## config.mk

```make
export PLATFORM = sky130hd
export DESIGN_NAME = xbar_window_router
export DESIGN_NICKNAME = d
export VERILOG_FILES = /design/src/xbar_window_pkg.sv /design/src/xbar_window_router.sv
export VERILOG_INCLUDE_DIRS = /design/src
export SDC_FILE = /design/constraint.sdc
export NUM_CORES = 2
export LEC_CHECK = 0
export BUFFER_PORTS_ARGS = -buffer_cell sky130_fd_sc_hd__clkbuf_2
export CAP_MARGIN = 0
export CORE_ASPECT_RATIO = 1.25
export CORE_MARGIN = 2
export CORE_UTILIZATION = 32
export CTS_CLUSTER_DIAMETER = 200
export DETAILED_ROUTE_END_ITERATION = 16
export GPL_TIMING_DRIVEN = 0
export SETUP_SLACK_MARGIN = 0.4
export SYNTH_ARGS = -nofsm -noshare
export SYNTH_HDL_FRONTEND = slang
export SYNTH_SLANG_ARGS = --single-unit
```

## constraint.sdc

```tcl
create_clock -name REF_CLK -period 4.1 [get_ports REF_CLK]
set_input_delay 0.615 -clock REF_CLK [delete_from_list [all_inputs] [get_ports REF_CLK]]
set_output_delay 0.615 -clock REF_CLK [all_outputs]
set_load 0.03 [all_outputs]
```

## src/xbar_window_map.svh

```systemverilog
/*
 * Constants of the address-window router: register offsets on the APB
 * side, field positions in the target map, default-route figures.
 * Assumes it is included by bare name from the package and the router.
 */
`ifndef XBAR_WINDOW_MAP_SVH
`define XBAR_WINDOW_MAP_SVH
`define NUM_WIN 8
`define REG_W 64
`define ADDR_W 48
`define WIN_STRIDE 32
`define OFS_BASE 8'h00
`define OFS_MASK 8'h08
`define OFS_TMAP 8'h10
`define OFS_CTRL 12'h100
`define OFS_STATUS 12'h104
`define WIN_AREA_END 12'h100
`define ALIGN_BITS 10
`define TMAP_PORT_MSB 2
`define TMAP_SPEC_BIT 4
`define TMAP_BLOCK_BIT 5
`define TMAP_EN_BIT 7
`define NODE_LSB 44
`define REGION_LSB 40
`define REGION_HT0_FIRST 4'hc
`define REGION_HT1_FIRST 4'he
`define PORT_HT0 3'h6
`define PORT_HT1 3'h7
`define PORT_CFG 3'h3
`endif

```

## src/xbar_window_pkg.sv

```systemverilog
/*
 * Types of the address-window router: the packed state record.
 * Assumes the constants header is on the include path.
 */
`include "xbar_window_map.svh"
package xbar_window_pkg;
   // All state of the router, registered as one word.
   typedef struct packed {
      logic [`NUM_WIN-1:0][`REG_W-1:0] base; // Window base values.
      logic [`NUM_WIN-1:0][`REG_W-1:0] mask; // Window match masks.
      logic [`NUM_WIN-1:0][`REG_W-1:0] tmap; // Window target maps.
      logic [3:0] node;                      // Local node number.
      logic [1:0] hsel;                      // Cache hash select.
      logic rsp_valid;                       // Routed request valid.
      logic rsp_hit;                         // Request hit a window.
      logic rsp_deny;                        // Request refused.
      logic [2:0] rsp_port;                  // Chosen slave port.
      logic [2:0] rsp_win;                   // Hitting window index.
      logic [`ADDR_W-1:0] rsp_addr;          // Translated address.
      logic pready;                          // APB ready.
      logic pslverr;                         // APB error.
      logic [31:0] prdata;                   // APB read data.
   } state_t;
endpackage

```

## src/xbar_window_router.sv

```systemverilog
/*
 * One master port of a crossbar stage: eight prioritised address
 * windows, the fixed default route, and an APB slave for the window,
 * control and status registers.
 * Assumes one synchronous clock for bus and requests, and that
 * requests arrive one per cycle with no back-pressure.
 */
// Notes on behaviour
// - eight windows, three 64-bit registers each
// - base and mask aligned to one kilobyte
// - target map bits 2:0 pick slave port
// - target map bit 4 permits speculative access
// - target map bit 5 permits block reads
// - target map bit 7 enables the window
// - hit when address and mask equal base
// - translated address merges address and map
// - window zero highest, first hit wins
// - default route only when nothing hits
// - stage-one masters numbered 0-3, 6, 7
// - stage-one slaves: banks 0-3, links 6, 7
// - foreign node goes to link zero
// - local low space hashed over cache banks
// - upper local ranges go to links
// - stage-two misses go to port three
// - stage-two masters: banks 0, PCI 1
// - stage-two slaves: memory, low-speed, config
// - remapping never touches cache contents
`timescale 1ns/1ns
// The constants are pulled in here as well as in the package, so the
// router does not depend on the order in which files are read.
`include "xbar_window_map.svh"
module xbar_window_router
   import xbar_window_pkg::*;
#(
   parameter int STAGE = 1,       // Crossbar stage, 1 or 2.
   parameter int MASTER_ID = 0    // Master port number on the stage.
) (
   input wire logic REF_CLK,                    // Clock, 125 MHz.
   input wire logic RSTN,                       // Sync reset, low.
   input wire logic PSEL,                       // APB select.
   input wire logic PENABLE,                    // APB enable.
   input wire logic PWRITE,                     // APB direction.
   input wire logic [11:0] PADDR,               // APB byte address.
   input wire logic [31:0] PWDATA,              // APB write data.
   output logic [31:0] PRDATA,                  // APB read data.
   output logic PREADY,                         // APB ready.
   output logic PSLVERR,                        // APB error.
   input wire logic REQ_VALID,                  // Request present.
   input wire logic [`ADDR_W-1:0] REQ_ADDR,     // Request address.
   input wire logic REQ_SPEC,                   // Speculative access.
   input wire logic REQ_BLOCK,                  // Block read access.
   output logic RSP_VALID,                      // Routed request.
   output logic [2:0] RSP_PORT,                 // Slave port.
   output logic [`ADDR_W-1:0] RSP_ADDR,         // Slave address.
   output logic RSP_HIT,                        // A window hit.
   output logic [2:0] RSP_WIN,                  // Hitting window.
   output logic RSP_DENY                        // Not forwarded.
);

   state_t st_r;  // Registered state.
   state_t st_nxt; // Next state.

   logic [`NUM_WIN-1:0] hit_vec; // Enabled windows that match.
   logic [`NUM_WIN-1:0] en_vec;  // Enabled windows.
   logic [2:0] sel;              // Highest-priority hitting window.
   logic any_hit;                // At least one window hit.
   logic [`REG_W-1:0] addr_ext;  // Request address widened to 64.
   logic [`REG_W-1:0] sel_mask;  // Mask of the chosen window.
   logic [`REG_W-1:0] sel_map;   // Target map of the chosen window.
   logic [`REG_W-1:0] xlate;     // Translated address, full width.
   logic [2:0] dflt_port;        // Port from the default route.
   logic [1:0] bank;             // Cache bank from the hash bits.
   logic [31:0] rd_data;         // Read mux result.
   logic rd_ok;                  // Address maps to a register.

   assign addr_ext = {{(`REG_W-`ADDR_W){1'b0}}, REQ_ADDR};

   // Per-window compare; the enable bit gates the match itself, so a
   // window that is off cannot shadow a lower one.
   genvar g;
   generate
      for (g = 0; g < `NUM_WIN; g++) begin : g_win
         assign en_vec[g] = st_r.tmap[g][`TMAP_EN_BIT];
         assign hit_vec[g] = en_vec[g] &&
            ((addr_ext & st_r.mask[g]) == st_r.base[g]);

      end
   endgenerate

   // Priority pick: scanning from window 7 down lets window 0 overwrite.
   always_comb begin
      sel = 3'h0;
      for (int i = `NUM_WIN - 1; i >= 0; i--) begin
         if (hit_vec[i]) begin
            sel = 3'(i);
         end
      end
   end

   assign any_hit = |hit_vec;
   assign sel_mask = st_r.mask[sel];
   assign sel_map = st_r.tmap[sel];
   // Masked bits come from the map, the rest pass through.
   assign xlate = (addr_ext & ~sel_mask) | (sel_map & sel_mask);

   // Cache bank hash; the select moves the two interleave bits.
   always_comb begin
      case (st_r.hsel)
         2'h0: bank = REQ_ADDR[6:5];     // 0x020 steps.
         2'h1: bank = REQ_ADDR[8:7];
         2'h2: bank = REQ_ADDR[11:10];   // 0x400 steps.
         default: bank = REQ_ADDR[13:12];
      endcase
   end

   // Fixed default route, used only when no window hits.
   always_comb begin
      if (STAGE != 1) begin
         dflt_port = `PORT_CFG;
      end else if (REQ_ADDR[`NODE_LSB+3:`NODE_LSB] != st_r.node) begin
         dflt_port = `PORT_HT0;
      end else if (REQ_ADDR[`REGION_LSB+3:`REGION_LSB] <
                   `REGION_HT0_FIRST) begin
         dflt_port = {1'b0, bank};
      end else if (REQ_ADDR[`REGION_LSB+3:`REGION_LSB] <
                   `REGION_HT1_FIRST) begin
         dflt_port = `PORT_HT0;
      end else begin
         dflt_port = `PORT_HT1;
      end
   end

   // Register read mux. Window words sit at stride 32 bytes: base,
   // mask, map, each as low word then high word.
   always_comb begin
      rd_data = 32'h0;
      rd_ok = 1'b1;
      if (PADDR < `WIN_AREA_END) begin
         case (PADDR[4:3])
            2'h0: rd_data = PADDR[2] ? st_r.base[PADDR[7:5]][63:32]
                                     : st_r.base[PADDR[7:5]][31:0];
            2'h1: rd_data = PADDR[2] ? st_r.mask[PADDR[7:5]][63:32]
                                     : st_r.mask[PADDR[7:5]][31:0];
            2'h2: rd_data = PADDR[2] ? st_r.tmap[PADDR[7:5]][63:32]
                                     : st_r.tmap[PADDR[7:5]][31:0];
            default: rd_ok = 1'b0;
         endcase
         if (PADDR[1:0] != 2'h0) begin
            rd_ok = 1'b0;
         end
      end else if (PADDR == `OFS_CTRL) begin
         rd_data = {26'h0, st_r.hsel, st_r.node};
      end else if (PADDR == `OFS_STATUS) begin
         // Shows the last routing decision.
         rd_data = {24'h0, st_r.rsp_deny, st_r.rsp_hit, st_r.rsp_win,
                    st_r.rsp_port};
      end else begin
         rd_ok = 1'b0;
      end
   end

   // Next-state logic: APB slave and request routing.
   always_comb begin
      st_nxt = st_r;
      // The access phase takes two cycles: the first edge latches the
      // answer and raises ready, the second completes the transfer.
      st_nxt.pready = 1'b0;
      st_nxt.pslverr = 1'b0;
      if (PSEL && PENABLE && !st_r.pready) begin
         st_nxt.pready = 1'b1;
         st_nxt.pslverr = !rd_ok;
         st_nxt.prdata = PWRITE ? 32'h0 : (rd_ok ? rd_data : 32'h0);
      end
      // Writes land on the completing edge only, so a request sampled
      // in the same cycle still sees the old windows.
      if (PSEL && PENABLE && st_r.pready && PWRITE && !st_r.pslverr) begin
         if (PADDR < `WIN_AREA_END) begin
            case (PADDR[4:3])
               2'h0: begin
                  if (PADDR[2]) begin
                     st_nxt.base[PADDR[7:5]][63:32] = PWDATA;
                  end else begin
                     // Low bits held at zero keep windows 1KB aligned.
                     st_nxt.base[PADDR[7:5]][31:0] =
                        {PWDATA[31:`ALIGN_BITS], 10'h0};
                  end
               end
               2'h1: begin
                  if (PADDR[2]) begin
                     st_nxt.mask[PADDR[7:5]][63:32] = PWDATA;
                  end else begin
                     st_nxt.mask[PADDR[7:5]][31:0] =
                        {PWDATA[31:`ALIGN_BITS], 10'h0};
                  end
               end
               default: begin
                  if (PADDR[2]) begin
                     st_nxt.tmap[PADDR[7:5]][63:32] = PWDATA;
                  end else begin
                     st_nxt.tmap[PADDR[7:5]][31:0] = PWDATA;
                  end
               end
            endcase
         end else if (PADDR == `OFS_CTRL) begin
            // Only the control word is writable outside the windows;
            // the status word quietly ignores writes.
            st_nxt.node = PWDATA[3:0];
            st_nxt.hsel = PWDATA[5:4];
         end
      end
      // Routing: one registered cycle from request to answer. Nothing
      // here reaches the caches, so a remap leaves stale lines alone.
      st_nxt.rsp_valid = REQ_VALID;
      if (REQ_VALID) begin
         st_nxt.rsp_hit = any_hit;
         st_nxt.rsp_win = any_hit ? sel : 3'h0;
         if (any_hit) begin
            st_nxt.rsp_port = sel_map[`TMAP_PORT_MSB:0];
            st_nxt.rsp_addr = xlate[`ADDR_W-1:0];
            st_nxt.rsp_deny =
               (REQ_SPEC && !sel_map[`TMAP_SPEC_BIT]) ||
               (REQ_BLOCK && !sel_map[`TMAP_BLOCK_BIT]);
         end else begin
            st_nxt.rsp_port = dflt_port;
            st_nxt.rsp_addr = REQ_ADDR;
            st_nxt.rsp_deny = 1'b0;
         end
      end
   end

   // State register; reset leaves every window disabled, so all
   // traffic takes the default route until software configures one.
   always_ff @(posedge REF_CLK) begin
      if (!RSTN) begin
         st_r <= '0;
      end else begin
         st_r <= st_nxt;
      end
   end

   assign PRDATA = st_r.prdata;
   assign PREADY = st_r.pready;
   assign PSLVERR = st_r.pslverr;
   assign RSP_VALID = st_r.rsp_valid;
   assign RSP_PORT = st_r.rsp_port;
   assign RSP_ADDR = st_r.rsp_addr;
   assign RSP_HIT = st_r.rsp_hit;
   assign RSP_WIN = st_r.rsp_win;
   assign RSP_DENY = st_r.rsp_deny;
endmodule // xbar_window_router

```

==> flow_summary_export.csv, run 1 <==
group,metric,value,unit
synthesis,syn_area_per_cell,7.45,um^2
global_route,grt_start_max_net_pins,16,
synthesis,synth-compound-area-share,23.6,%
global_route,grt_pass1_wl,1280,mm
placed_design,place.gp.congestion,1.21,
die,die_w,439,um
synthesis,synth_top_family_by_area,"simple AND/OR/NAND/NOR gates",
synthesis,synthSimpleGateAreaFrac,24.9,%
die,initial_core_util,32.2,%
global_route,grt_pass1_vias,107000,
placed_design,numPortBuffers,153,
die,core.rowCount,199,
cts,cts_max_path_buffers,4,
synthesis,synth-seq-cells,1473,
synthesis,async_flop_share,0,%
die,die_height,548,um
cts,clock-sinks,1473,
synthesis,synth.distinct_cells,85,
run_status,run_status,"did not finish",
cts,h-tree-depth,4,
synthesis,seq_area_frac_synth,38.9,%
synthesis,synthMuxAreaShare,6.45,%
synthesis,synth_edf_count,0,
synthesis,synthCells,10200,
global_route,overflow,1222,
run_status,firstError,"[ERROR GRT-0116] Global routing finished with congestion. Check the congestion regions in the DRC Viewer.",
synthesis,synth_flop_cell,"dfxtp_1",
synthesis,ys.warnings.count,0,
run_status,failed_stage,"global routing (5_1_grt)",
synthesis,synth_xor_xnor_area_share,0.381,%
cts,cts_buffers,176,
global_route,track_usage,78.0,%
synthesis,syn_nets,10300,
die,io_pins,191,
placed_design,hpwlAfterDp,675,mm
cts,clock-root-buffer,"clkbuf_16",
synthesis,synth_area,75800,um^2
synthesis,yosys.area_share.adder,0,%
==> per-layer routing <==
layer / GRT overflow / GRT usage [%]
met1: 5 / 78.8
met2: 735 / 89.3
met3: 11 / 67.7
met4: 470 / 77.1
met5: 1 / 39.1
==> cells in the mapped netlist (159+ instances only) <==
cell type,number,area share [%]
a21boi_0,183,1.8
a22oi_1,276,2.7
o21ai_0,159,1.1
clkbuf_1,804,4.0
nand2_1,3067,15
and3b_1,186,2.1
mux2i_1,280,3.7
nand3_1,185,1.2
dfxtp_1,1473,39
nor4_1,170,1.4
nor2_1,237,1.2
a21oi_1,1647,11
==> cell families after synthesis <==
| kind of cell | count (synthesis) |
|---|---|
| and+or+nand+nor | 4285 |
| DFF | 1473 |
| muxes | 436 |
| buffers and inverters | 1028 |
| xor gates and xnor gates | 33 |
| AOI/OAI and AO/OA | 2920 |
==> repair_timing <==
action                      CTS
setup endpoints to repair  1461
hold buffers                  6
hold endpoints to repair      6
gates cloned                  3
setup buffers                88
resized for setup          1105
pin swaps                   122
==> per-stage QoR <==
step | cell area, um^2 | worst slack, ps | util, % | std cells | TNS, ps
after detailed placement | 83800 | -4970 | 35.6 | 13600 | -3005850
after global placement | 80400 | -7470 | 34.2 | 13400 | -7545980
after floorplan | 75800 | 438 | - | 10200 | 0
after CTS | 94500 | -480 | 40.2 | 14000 | -14060
==> run 2, diff against run 1 <==
--- a/config.mk
+++ b/config.mk
@@ -8,13 +8,11 @@
 export LEC_CHECK = 0
 export BUFFER_PORTS_ARGS = -buffer_cell sky130_fd_sc_hd__clkbuf_2
 export CAP_MARGIN = 0
-export CORE_ASPECT_RATIO = 1.25
 export CORE_MARGIN = 2
-export CORE_UTILIZATION = 32
-export CTS_CLUSTER_DIAMETER = 200
+export CORE_UTILIZATION = 20
 export DETAILED_ROUTE_END_ITERATION = 16
 export GPL_TIMING_DRIVEN = 0
-export SETUP_SLACK_MARGIN = 0.4
+export PLACE_DENSITY_LB_ADDON = 0.15
 export SYNTH_ARGS = -nofsm -noshare
 export SYNTH_HDL_FRONTEND = slang
 export SYNTH_SLANG_ARGS = --single-unit
==> run 2 against run 1 <==
Against the previous run: the flow now finishes, with violations (max-capacitance violations, max-slew violations, negative setup slack); synthesized cell count did not move; area after synthesis did not move.
==> flow_summary_export.csv, run 2 <==
group,metric,value,unit
drt,drtAntennaViolNets,0,
worst_hold_path,min_path_type,"in -> reg",
placed_design,dp.cells,15600,
global_route,grt-busiest-layer,"met2",
final_layout,regMostFlops,"st_r",
cts,tritoncts,"built",
critical_path,cp.arrival,5810,ps
sta,setup_viol,497,
final_layout,seqCellArea,29700,um^2
critical_path,end_kind,"flop",
drt,drc,0,
drt,drt_first_iter_violations,18100,
drt,wl_per_cell,56.0,um
synthesis,synth.distinct_cells,85,
pwr,total_power,37.6,mW
synthesis,syn_nets,10300,
synthesis,synth_edf_count,0,
synthesis,async_flop_share,0,%
placed_design,numPortBuffers,153,
drt,via_per_inst,6.15,
worst_hold_path,hold_depth,3,
critical_path,worstSetupPathType,"reg -> reg",
synthesis,synth_flop_cell,"dfxtp_1",
synthesis,synth_area,75800,um^2
cts,cts_max_path_buffers,4,
worst_hold_path,min_to,"st_r[647]$_SDFFE_PN0P_",
job,cap_violations,35,
global_route,met2_usage,60.7,%
drt,drt-pass1-iter-count,10,
synthesis,synth.largest_area_cell,"dfxtp_1",
die,coreArea,378000,um^2
synthesis,synth.area.top_cells,"dfxtp_1, nand2_1, a21oi_1",
die,dieArea,384000,um^2
critical_path,critPathMaxFanout,13,
synthesis,seq_area_frac_synth,38.9,%
global_route,antenna_found_initial,200,
final_layout,nFillCells,41300,
worst_hold_path,hold_start,"PWDATA[6]",
sta,hold_violations,0,
critical_path,critical_path.slowest_cell,"or4b_4",
cts,clock-root-buffer,"clkbuf_16",
run_status,run_status,"finished with violations",
cts,cts_buffers,196,
final_layout,multiInputGateArea,45300,um^2
die,initial_core_util,20.0,%
cts,h-tree-depth,4,
synthesis,syn_area_per_cell,7.45,um^2
sta,tns,-79460,ps
sta,setup_slack,-878,ps
synthesis,synth.cells.most_frequent,"nand2_1, a21oi_1, dfxtp_1",
sta,slew_viol_final,305,
sta,rsz0062_at_grt,"true",
critical_path,start_kind,"flop",
synthesis,synth_top_area_share,38.9,%
final_layout,mostFrequentLayoutCell,"nand2_1",
final_layout,final_cell_mix,"nand2_1, a21oi_1, dfxtp_1",
drt,vias,99600,
die,core.rowCount,226,
synthesis,synth-seq-cells,1473,
pwr,leakagePower,34.1,nW
critical_path,r2r_slack,-880,ps
critical_path,timing.rr.start,"en_vec[7]$_SDFFE_PN0P_",
die,io_pins,191,
global_route,use_met3,19.2,%
sta,skew,141,ps
critical_path,cp_common_cell,"buf_12",
final_layout,final_cells,16200,
final_layout,fin_util,26.5,%
synthesis,synth.most_common_cell,"nand2_1",
cts,clock-sinks,1473,
final_layout,area_growth,32.3,%
sta,worstMarginPinSlew,1790,ps
pwr,power_density,375,nW/um^2
sta,fin_crit,4980,ps
critical_path,crit_chain,"buf_12 -> or4b_4 -> nor4_4 -> nand4_1 -> nor4_4 -> o211ai_1 -> a211o_1 -> buf_12 -> buf_12 -> mux2_2 -> a222oi_1 -> o221ai_4 -> o2111ai_4 -> o211ai_1",
critical_path,r2r_end,"RSP_ADDR[32]$_SDFFE_PN0P_",
die,die_w,620,um
run_status,violations,"max-capacitance violations, max-slew violations, negative setup slack",
critical_path,reg2reg_depth,14,
cts,clk_latency,1010,ps
sta,fmax,0.201,GHz
sta,slew_headroom,-19.2,%
pwr,vdd_drop_max,381,uV
drt,wirelength,907,mm
critical_path,required,4930,ps
global_route,track_usage,45.5,%
placed_design,place_ws,-5300,ps
synthesis,synthCells,10200,
die,die_height,620,um
final_layout,nets,11000,
critical_path,cp_slowest_stage_delay,600,ps
cts,cts.reportedPaths.clkPinSlew,70,ps
global_route,grtUsageMet1,56.4,%
global_route,overflow,0,
final_layout,largest_reg_flops,1374,
global_route,grt_pass1_wl,1090,mm
sta,post-route-period-util,121,%
global_route,grt_start_max_net_pins,19,
placed_design,hpwlAfterDp,752,mm
global_route,grt_pass1_vias,83400,
placed_design,place.gp.congestion,1.17,
final_layout,drive_gt1_share,18.3,%
synthesis,ys.warnings.count,0,
-- run 2: cell counts after synthesis --
No cell type changed its count.
-- run 2: kinds of logic (layout without fill, tap and decap cells) --
kind of cell	after synthesis	in the layout	synth area share, %
XOR/XNOR	33	33	0.381
buffers and inverters	1028	1863	5.74
flip-flops	1473	1473	38.9
AO/OA/AOI/OAI	2920	2920	23.6
multiplexers	436	436	6.45
AND/OR/NAND/NOR	4285	4285	24.9
other	0	168	0
-- run 2: power by group --
group | switching, mW | internal [mW] | leakage (nW) | total, mW
logic | 3.73 | 0.682 | 18.9 | 4.41
registers | 0.0381 | 14.3 | 11.9 | 14.4
clock network | 8.11 | 10.7 | 3.27 | 18.8
-- run 2: cell type report --
cell class              instances  area share [%]
clock buffers                 280            5.68
clock inverters                66           0.942
flip-flops and latches       1473            29.6
diodes                        168           0.419
inverters                      10          0.0412
repair buffers                511            6.43
well taps                    5016            6.26
multi-input cells            7674            45.2
plain buffers                 996            5.43
-- run 2: stage by stage --
stage / hold slack, ps / cell area (um^2)
after floorplan: 432 / 75800
after global placement: 441 / 82800
after detailed placement: 446 / 87200
after CTS: 26.3 / 99000
after global routing: 60.8 / 99900
final: 69.4 / 100000
-- run 2: worst max-delay path by stage --
stage | start | end | slack [ps] | cells past startpoint
finish | en_vec[7]$_SDFFE_PN0P_ | RSP_ADDR[32]$_SDFFE_PN0P_ | -880 | 14
global route | st_r[645]$_SDFFE_PN0P_ | RSP_ADDR[32]$_SDFFE_PN0P_ | -670 | 11
CTS | en_vec[7]$_SDFFE_PN0P_ | RSP_ADDR[32]$_SDFFE_PN0P_ | -570 | 14
detailed placement | REQ_ADDR[28] | RSP_ADDR[32]$_SDFFE_PN0P_ | -5300 | 15
global placement | PADDR[7] | st_r[1356]$_SDFFE_PN0P_ | -8560 | 12
floorplan | REQ_ADDR[41] | RSP_ADDR[23]$_SDFFE_PN0P_ | 440 | 14
-- run 2: critical path: cells and delay by family (launching register included) --
family	cells	cell delay, ps
and+or+nand+nor	4	1630
buffers and inverters	3	500
muxes	1	280
DFF	1	350
AOI/OAI and AO/OA	6	1940
-- run 2: layer usage --
metal | share of wire, % | up-vias
met1 | 40 | 50500
met3 | 13 | 2462
met2 | 38 | 9201
met4 | 9.5 | 58
met5 | 0.10 | -
li1 | - | 37400
-- run 2: repair_timing --
item                       in CTS  in global routing
resized for setup             984                148
gates cloned                    6                  2
setup endpoints to repair    1439                548
setup buffers                  93                 35
pin swaps                     128                 62
hold buffers                   11                  0
hold endpoints to repair       12                  0
Power figures use the tool's default switching activity.
